## config.mk

```make
export PLATFORM = sky130hd
export DESIGN_NAME = rhb_builder
export DESIGN_NICKNAME = d
export VERILOG_FILES = /design/src/hw/rhb_pkg.sv /design/src/hw/rhb_builder.sv
export VERILOG_INCLUDE_DIRS = /design/src /design/src/hw
export SDC_FILE = /design/constraint.sdc
export NUM_CORES = 2
export LEC_CHECK = 0
export BUFFER_PORTS_ARGS = -buffer_cell sky130_fd_sc_hd__buf_2
export CAP_MARGIN = 20
export CELL_PAD_IN_SITES_DETAIL_PLACEMENT = 2
export CELL_PAD_IN_SITES_GLOBAL_PLACEMENT = 2
export CORE_UTILIZATION = 40
export CTS_BUF_LIST = sky130_fd_sc_hd__clkbuf_2
export DETAILED_ROUTE_END_ITERATION = 10
export GPL_TIMING_DRIVEN = 0
export PLACE_DENSITY_LB_ADDON = 0.12
export SLEW_MARGIN = 30
export SYNTH_ARGS = -nofsm -noshare
export SYNTH_HDL_FRONTEND = slang
export SYNTH_SLANG_ARGS = --single-unit
```

## constraint.sdc

```tcl
create_clock -name clk -period 9.59 [get_ports clk]
set_input_delay 1.4385 -clock clk [delete_from_list [all_inputs] [get_ports clk]]
set_output_delay 1.4385 -clock clk [all_outputs]
set_load 0.01 [all_outputs]
```

## src/hw/rhb_regs.svh

```systemverilog
/*
  Offsets, field positions, reset values and the header size for the record
  header builder. Assumes inclusion by bare name from a design file.
*/
`ifndef RHB_REGS_SVH
`define RHB_REGS_SVH

// Register offsets (word addresses on the plain register port).
`define RHB_OFS_CTRL      4'h0
`define RHB_OFS_USER_ID   4'h1
`define RHB_OFS_SERIAL    4'h2
`define RHB_OFS_PERIOD    4'h3
`define RHB_OFS_REC_NUM   4'h4
`define RHB_OFS_TS_RESETS 4'h5
`define RHB_OFS_GP_VEC    4'h6
`define RHB_OFS_STATUS    4'h7

// Control register fields.
`define RHB_CTRL_FMT_BIT  0
`define RHB_CTRL_UHE_BIT  1

// Status byte field positions.
`define RHB_ST_RANGE_BIT  7
`define RHB_ST_FILL_HI    6
`define RHB_ST_FILL_LO    4
`define RHB_ST_LOST_END   3
`define RHB_ST_LOST_MID   2
`define RHB_ST_LOST_BEG   1
`define RHB_ST_LOST_ALL   0

// Header size in bytes and in emitted bytes count width.
`define RHB_HDR_BYTES     6'd40

// Reset values.
`define RHB_RST_SERIAL    32'h0000_0000
`define RHB_RST_PERIOD    32'h0000_0008
`define RHB_RST_USER_ID   8'h00

// Data format codes.
`define RHB_FMT_16        8'h00
`define RHB_FMT_32        8'h01

`endif

```

## src/hw/rhb_pkg.sv

```systemverilog
/*
  Types shared by the record header builder: record descriptor, header
  layout and builder states. Assumes nothing of its surroundings.
*/
package rhb_pkg;

  // Per-record facts collected by the acquisition engine.
  typedef struct packed {
    logic [7:0]  channel;
    logic [63:0] trig_time;
    logic [63:0] start_offset;
    logic [31:0] length;
  } rhb_rec_t;

  // Loss report delivered with the end of a record.
  typedef struct packed {
    logic lost_end;
    logic lost_mid;
    logic lost_beg;
    logic lost_all;
  } rhb_loss_t;

  // Whole header, fields in reverse order of sending, least significant byte first.
  typedef struct packed {
    logic [15:0] ts_resets;
    logic [15:0] gp_vec;
    logic [31:0] length;
    logic [63:0] start_offset;
    logic [63:0] trig_time;
    logic [31:0] period;
    logic [31:0] rec_num;
    logic [31:0] serial;
    logic [7:0]  fmt;
    logic [7:0]  channel;
    logic [7:0]  user_id;
    logic [7:0]  status;
  } rhb_hdr_t;

  typedef enum logic [1:0] {
    RHB_IDLE,
    RHB_CAPTURE,
    RHB_SEND
  } rhb_state_t;

endpackage : rhb_pkg

```

## src/hw/rhb_builder.sv

```systemverilog
/*
  Record header builder: tracks one record from start to end, collects
  range, fill and loss conditions, then streams the 40-byte header out one
  byte per cycle with valid/ready. Assumes inputs synchronous to clk and an
  acquisition engine that frames each record with start and end pulses.
  The engine must not start a new record until busy has fallen, and the
  FIFO depth input must be nonzero for the fill estimate to mean anything.
*/
`timescale 1ns/10ps
`include "rhb_regs.svh"

module rhb_builder
  import rhb_pkg::*;
#(
  parameter int FILL_W = 16
)
(
  // Clock and reset
  input  wire logic             clk,
  input  wire logic             rstn,
  // Register port
  input  wire logic [3:0]       reg_addr,
  input  wire logic [31:0]      reg_wdata,
  input  wire logic             reg_wr,
  input  wire logic             reg_rd,
  output logic      [31:0]      reg_rdata,
  // Acquisition engine
  input  wire logic             rec_start,
  input  wire rhb_rec_t         rec_info,
  input  wire logic             rec_end,
  input  wire rhb_loss_t        rec_loss,
  input  wire logic             range_flag,
  input  wire logic [FILL_W-1:0] fifo_level,
  input  wire logic [FILL_W-1:0] fifo_depth,
  input  wire logic             ts_reset,
  // Header byte stream
  output logic [7:0]            hdr_data,
  output logic                  hdr_valid,
  output logic                  hdr_last,
  input  wire logic             hdr_ready,
  output logic                  busy
);

  // The fill scaling shifts the level up by three bits and multiplies the
  // depth by at most seven; counters narrower than this are not worth the
  // logic, so they are refused when the design is elaborated.
  if (FILL_W < 4)
  begin : g_fill_w_check
    $error("FILL_W must be at least 4");
  end

  // Sequencer state and the byte pointer into the header.
  rhb_state_t        state_q;
  logic [5:0]        idx_q;
  logic              last_byte;
  // Settings written by software over the register port.
  logic [7:0]        user_id_q;
  logic              fmt32_q;
  logic              uhe_q;
  logic [31:0]       serial_q;
  logic [31:0]       period_q;
  logic [15:0]       gp_vec_q;
  // Counters kept across records rather than reloaded at each start.
  logic [31:0]       rec_num_q;
  logic [15:0]       ts_resets_q;
  // Conditions gathered while a record is being captured.
  rhb_rec_t          rec_q;
  logic              range_q;
  logic [2:0]        fill_q;
  logic [2:0]        fill_d;
  logic [7:0]        status_d;
  // Header snapshot and its flat view for the byte mux.
  rhb_hdr_t          hdr_q;
  logic [319:0]      hdr_bits;

  // Fill level in eighths: largest k with level*8 >= depth*k, so 000 means
  // under one eighth and 111 means seven eighths or more.
  // Both sides are widened to the same size first so that neither the
  // shifted level nor the scaled depth can overflow. A zero depth reads as
  // a full FIFO, which errs on the safe side for a flow-tuning hint.
  always_comb
  begin
    logic [FILL_W+3:0] lvl8;
    logic [FILL_W+3:0] dep;
    lvl8   = {1'b0, fifo_level, 3'h0};
    dep    = {4'h0, fifo_depth};
    fill_d = 3'h0;
    for (int k = 1; k < 8; k++)
    begin
      if (lvl8 >= dep * (FILL_W + 4)'(k))
      begin
        fill_d = 3'(k);
      end
    end
  end

  // Status byte assembled from the conditions gathered over the record.
  // The range and fill terms fold in this cycle's inputs as well, so the
  // conditions seen on the end edge itself still reach the header; the
  // loss bits are passed through as the engine reports them at the end.
  // Only the value present on the end edge is kept.
  always_comb
  begin
    status_d = 8'h00;
    status_d[`RHB_ST_RANGE_BIT] = range_q | range_flag;
    status_d[`RHB_ST_FILL_HI:`RHB_ST_FILL_LO] =
      (fill_d > fill_q) ? fill_d : fill_q;
    status_d[`RHB_ST_LOST_ALL] = rec_loss.lost_all;
    status_d[`RHB_ST_LOST_BEG] = rec_loss.lost_beg;
    status_d[`RHB_ST_LOST_MID] = rec_loss.lost_mid;
    status_d[`RHB_ST_LOST_END] = rec_loss.lost_end;
  end

  // Software settings written over the register port.
  // Writes to read-only or unmapped offsets fall through the default and
  // are ignored, so a stray write cannot disturb the record count or the
  // last status that software may still be reading.
  always_ff @(posedge clk)
  begin
    if (!rstn)
    begin
      user_id_q <= `RHB_RST_USER_ID;
      fmt32_q   <= 1'b0;
      uhe_q     <= 1'b0;
      serial_q  <= `RHB_RST_SERIAL;
      period_q  <= `RHB_RST_PERIOD;
      gp_vec_q  <= 16'h0000;
    end
    else if (reg_wr)
    begin
      case (reg_addr)
        `RHB_OFS_CTRL:
        begin
          fmt32_q <= reg_wdata[`RHB_CTRL_FMT_BIT];
          uhe_q   <= reg_wdata[`RHB_CTRL_UHE_BIT];
        end
        `RHB_OFS_USER_ID: user_id_q <= reg_wdata[7:0];
        `RHB_OFS_SERIAL:  serial_q  <= reg_wdata;
        `RHB_OFS_PERIOD:  period_q  <= reg_wdata;
        `RHB_OFS_GP_VEC:  gp_vec_q  <= reg_wdata[15:0];
        default:          ;
      endcase
    end
  end

  // Read data stands the cycle after the strobe; unmapped reads give zero.
  // Returning zero outside that cycle keeps an idle bus easy to check.
  always_ff @(posedge clk)
  begin
    if (!rstn)
    begin
      reg_rdata <= 32'h0000_0000;
    end
    else if (reg_rd)
    begin
      case (reg_addr)
        `RHB_OFS_CTRL:      reg_rdata <= {30'h0, uhe_q, fmt32_q};
        `RHB_OFS_USER_ID:   reg_rdata <= {24'h0, user_id_q};
        `RHB_OFS_SERIAL:    reg_rdata <= serial_q;
        `RHB_OFS_PERIOD:    reg_rdata <= period_q;
        `RHB_OFS_REC_NUM:   reg_rdata <= rec_num_q;
        `RHB_OFS_TS_RESETS: reg_rdata <= {16'h0, ts_resets_q};
        `RHB_OFS_GP_VEC:    reg_rdata <= {16'h0, gp_vec_q};
        `RHB_OFS_STATUS:    reg_rdata <= {24'h0, hdr_q.status};
        default:            reg_rdata <= 32'h0000_0000;
      endcase
    end
    else
    begin
      reg_rdata <= 32'h0000_0000;
    end
  end

  // Timestamp reset counter; wraps at 16 bits rather than saturating.
  // Software that needs more range must watch it for wrap itself.
  always_ff @(posedge clk)
  begin
    if (!rstn)
    begin
      ts_resets_q <= 16'h0000;
    end
    else if (ts_reset)
    begin
      ts_resets_q <= ts_resets_q + 16'h0001;
    end
  end

  // Record sequencing: wait for a start, capture until the end pulse, then
  // send the header. A start that arrives while busy is dropped without a
  // trace, so the engine must hold off until busy falls.
  always_ff @(posedge clk)
  begin
    if (!rstn)
    begin
      state_q <= RHB_IDLE;
    end
    else
    begin
      case (state_q)
        RHB_IDLE:
        begin
          if (rec_start)
          begin
            state_q <= RHB_CAPTURE;
          end
        end
        RHB_CAPTURE:
        begin
          if (rec_end)
          begin
            state_q <= RHB_SEND;
          end
        end
        RHB_SEND:
        begin
          if (hdr_ready && last_byte)
          begin
            state_q <= RHB_IDLE;
          end
        end
        default:
        begin
          state_q <= RHB_IDLE;
        end
      endcase
    end
  end

  // The descriptor is taken only on an accepted start, so a start dropped
  // while busy cannot corrupt the record being sent.
  always_ff @(posedge clk)
  begin
    if (!rstn)
    begin
      rec_q <= '0;
    end
    else if (state_q == RHB_IDLE && rec_start)
    begin
      rec_q <= rec_info;
    end
  end

  // Over/under-range is sticky from the start edge to the end edge and is
  // reloaded at the next start, so one record never inherits another's.
  always_ff @(posedge clk)
  begin
    if (!rstn)
    begin
      range_q <= 1'b0;
    end
    else if (state_q == RHB_IDLE && rec_start)
    begin
      range_q <= range_flag;
    end
    else if (state_q == RHB_CAPTURE)
    begin
      range_q <= range_q | range_flag;
    end
  end

  // Peak fill over the record; a long record reports its worst moment, not
  // the level at its end.
  always_ff @(posedge clk)
  begin
    if (!rstn)
    begin
      fill_q <= 3'h0;
    end
    else if (state_q == RHB_IDLE && rec_start)
    begin
      fill_q <= fill_d;
    end
    else if (state_q == RHB_CAPTURE && fill_d > fill_q)
    begin
      fill_q <= fill_d;
    end
  end

  // Record number; the header carries the count before this record, so the
  // first record after reset is number zero. It wraps at 32 bits.
  always_ff @(posedge clk)
  begin
    if (!rstn)
    begin
      rec_num_q <= 32'h0000_0000;
    end
    else if (state_q == RHB_CAPTURE && rec_end)
    begin
      rec_num_q <= rec_num_q + 32'h0000_0001;
    end
  end

  // Byte pointer; it returns to zero after the last byte so that hdr_data
  // never indexes past the end of the header between records.
  always_ff @(posedge clk)
  begin
    if (!rstn)
    begin
      idx_q <= 6'h00;
    end
    else if (state_q == RHB_SEND && hdr_ready)
    begin
      if (last_byte)
      begin
        idx_q <= 6'h00;
      end
      else
      begin
        idx_q <= idx_q + 6'd1;
      end
    end
  end

  // Header snapshot taken on the end edge; it stays put while the host
  // stalls, and the status byte stays readable until the next record ends.
  always_ff @(posedge clk)
  begin
    if (!rstn)
    begin
      hdr_q <= '0;
    end
    else if (state_q == RHB_CAPTURE && rec_end)
    begin
      hdr_q.status       <= status_d;
      hdr_q.user_id      <= uhe_q ? user_id_q : 8'h00;
      hdr_q.channel      <= rec_q.channel;
      hdr_q.fmt          <= fmt32_q ? `RHB_FMT_32 : `RHB_FMT_16;
      hdr_q.serial       <= serial_q;
      hdr_q.rec_num      <= rec_num_q;
      hdr_q.period       <= period_q;
      hdr_q.trig_time    <= rec_q.trig_time;
      hdr_q.start_offset <= rec_q.start_offset;
      hdr_q.length       <= rec_q.length;
      hdr_q.gp_vec       <= gp_vec_q;
      hdr_q.ts_resets    <= ts_resets_q;
    end
  end

  // Byte k of the header is bits [8k+7:8k] of the packed header, status
  // at byte 0 and each multi-byte field low byte first.
  always_comb
  begin
    hdr_bits = hdr_q;
  end

  // Handshake outputs come straight from the state so that valid rises
  // the cycle after the end edge with no extra pipeline stage.
  always_comb
  begin
    last_byte = (idx_q == `RHB_HDR_BYTES - 6'd1);
    hdr_valid = (state_q == RHB_SEND);
    hdr_last  = hdr_valid && last_byte;
    busy      = (state_q != RHB_IDLE);
  end

  // The byte mux is fed from the header flops only, so the data stays
  // steady for as long as the host holds ready low.
  always_comb
  begin
    hdr_data = hdr_bits[{idx_q, 3'h0} +: 8];
  end

endmodule : rhb_builder

```

==> flow_summary.yaml <==
sta:
  worst_slew_pin_slew_ns: 1.039
  report.final.slew_viol_count: 0
  finalSetupTns_ns: 0
  final-hold-violation-count: 0
  rsz0062_at_grt: "false"
  fmax_mhz: 135.2
  setup_violations: 0
  slew_headroom_pct: 30.73
  period_share_pct: 77.15
  worst_slack_ns: 2.192
  timing.hold.ws_ns: 0.2136
  clock_skew_ns: 0.1220
  timing.final.crit_period_ns: 7.398
synthesis:
  ys.flop_type: "dfxtp_1"
  synth-edff-count: 0
  synthDistinctLibCells: 74
  yosys-top-cells-area: "dfxtp_1, nand2_1, a21oi_1, ha_1, mux4_2"
  syn_nets: 4161
  synth_area_um2: 30980
  yosys.area.top_type: "dfxtp_1"
  ys_ff_latch: 663
  syn_avg_cell_area_um2: 8.320
  async_flop_share_pct: 0
  synth_top_cell_area_share_pct: 42.84
  yosysWarnings: 0
  syn_inst: 3724
  ys_seq_area_share_pct: 42.84
critical_path:
  required_ns: 10.83
  max_stage_delay_ns: 0.61
  r2r-start: "state_q[0]"
  crit_path_max_fanout: 8
  worst-setup-path-type: "input port to register"
  cp-start-kind: "input port"
  slowest_stage: "or4b_2"
  arrival_ns: 8.64
  crit_family: "compound AO/OA/AOI/OAI gates"
  end_kind: "register"
  startpoint: "fifo_depth[3]"
  crit_buf_inv: 2
floorplanning:
  die_w_um: 280.3
  start_util_pct: 40.59
  chipHeight_um: 280.3
  die-area_um2: 78580
  coreArea_um2: 76330
  io_pins: 292
  std_cell_rows: 101
flow_run:
  drv_cap: 0
clocking:
  cts_max_path_buffers: 3
  ctsHtreeMaxLevel: 4
  cts_num_sinks: 663
  cts_tree: "yes"
  cts_made_buffers: 176
  clk_pin_slew_worst_paths_ns: 0.11
  post_cts_buffers: 0
  clock_latency_ns: 1.48
  hold_buffers: 0
  cts_root_buffer: "clkbuf_2"
  cts_resized: 0
power:
  combPwrFrac_pct: 16.4
  powerDensity_nw_per_um2: 167.5
  power.leakage_nw: 13.33
  vdd_ir_drop_max_v: 0.00009996
  internal_power_mw: 3.966
  seq_power_share_pct: 48.7
  p_sw_share_pct: 32.99
  total_power_mw: 5.918
  power.share.clock_pct: 34.9
  switchingPower_mw: 1.952
run_status:
  status: "completed"
finish:
  final_cell_count_no_fill: 5354
  area_delta_synth_final_pct: 14.06
  drive_above_1_share_pct: 16.28
  finish.instance_area_um2: 35340
  final_nets: 4628
  final_cell_mix: "nand2_1, dfxtp_1, a21oi_1"
  post-route-util_pct: 46.30
  final_common_cell: "nand2_1"
global_routing:
  grt_usage_pct: 32.66
  antenna_found_initial: 4
  grt_first_pass_wirelength_um: 193200
  grt_max_degree: 17
  grt.overflow.total: 0
  grt_pass1_vias: 32430
hold_path:
  hp-start: "reg_wdata[9]"
  hold_path_class: "input port to register"
drt:
  dr_total_vias: 29860
  dr.pass1.iters: 5
  vias_per_cell: 5.577
  wl_per_cell_um: 24.16
  drc: 0
  drt_iter0_drc: 1678
  ant_nets: 0
  wl_um: 129300
placed_design:
  dp_hpwl_um: 98700
  placed_area_um2: 33740
  dp_cells: 5043
  dp_slack_ns: 0.6530
  port_buffers: 288
  place_congestion: 0.9315
flip-flops by register name (all words and copies together), names as in the netlist:
| signal | cells |
|---|---|
| period_q | 32 |
| state_q | 2 |
| reg_rdata | 32 |
| hdr_bits | 313 |
| user_id_q | 8 |
| uhe_q | 1 |
| serial_q | 32 |
| gp_vec_q | 16 |
| range_q | 1 |
| fmt32_q | 1 |
| idx_q | 6 |
| rec_num_q | 32 |
| ts_resets_q | 16 |
| rec_q | 168 |
| fill_q | 3 |
power groups by stage:
stage / logic (mW) / clock network (mW) / registers [mW]
floorplan: 0.602 / 0 / 2.92
global placement: 0.911 / 0 / 2.94
detailed placement: 0.959 / 0 / 2.95
CTS: 0.970 / 2.11 / 2.88
global route: 1.07 / 2.24 / 2.89
finish: 0.968 / 2.07 / 2.88
tightest hold or removal path, stage by stage:
cell and delay, ns:
buf_2 0.12, nand2_1 0.05, a21oi_1 0.05
synth_stat cells, types with 16 or more instances:
| cell | number |
|---|---|
| and3_1 | 16 |
| a22oi_1 | 48 |
| dfxtp_1 | 663 |
| mux4_2 | 90 |
| a21oi_1 | 644 |
| o21ai_0 | 48 |
| nand3_1 | 44 |
| xnor2_1 | 31 |
| ha_1 | 170 |
| nand2_1 | 1205 |
| nor3_1 | 22 |
| a21o_1 | 23 |
| nor2_1 | 108 |
| inv_1 | 53 |
| fa_1 | 18 |
| clkbuf_1 | 219 |
| xor2_1 | 53 |
| mux2i_1 | 37 |
| a31oi_1 | 25 |
| nand4_1 | 16 |
final cells by class:
class / count / area (um2)
Fill cell: 8847 / 40990
Multi-Input combinational cell: 2766 / 16580
Sequential cell: 663 / 13270
Timing Repair Buffer: 289 / 1449
Clock buffer: 265 / 1326
Tap cell: 1030 / 1289
Buffer: 242 / 952.2
Clock inverter: 41 / 254.0
Inverter: 53 / 198.9
Antenna cell: 5 / 12.51
final timing paths:
check / endpoint / slack [ns] / cells past startpoint
setup / recovery: fill_q[2] / 2.19 / 30
setup reg to reg: hdr_bits[256] / 6.22 / 8
hold / removal: serial_q[9] / 0.21 / 3
hold reg to reg: hdr_bits[259] / 0.36 / 2
logic make-up after synthesis:
logic type / synth area share, %
xor+xnor: 2.516
fa+ha+maj: 8.097
buf+inv: 3.683
mux: 7.919
simple gates: 19.24
flops: 42.84
compound gates: 15.71
routing by layer:
layer / wire [um] / track usage, % / vias up
li1: - / - / 13750
met1: 53610 / 39.07 / 15010
met2: 64030 / 56.78 / 821
met3: 5777 / 5.396 / 285
met4: 5929 / 15.57 / 0
met5: 0 / 0 / -
Note: power is estimated with default switching activity, not from simulation.
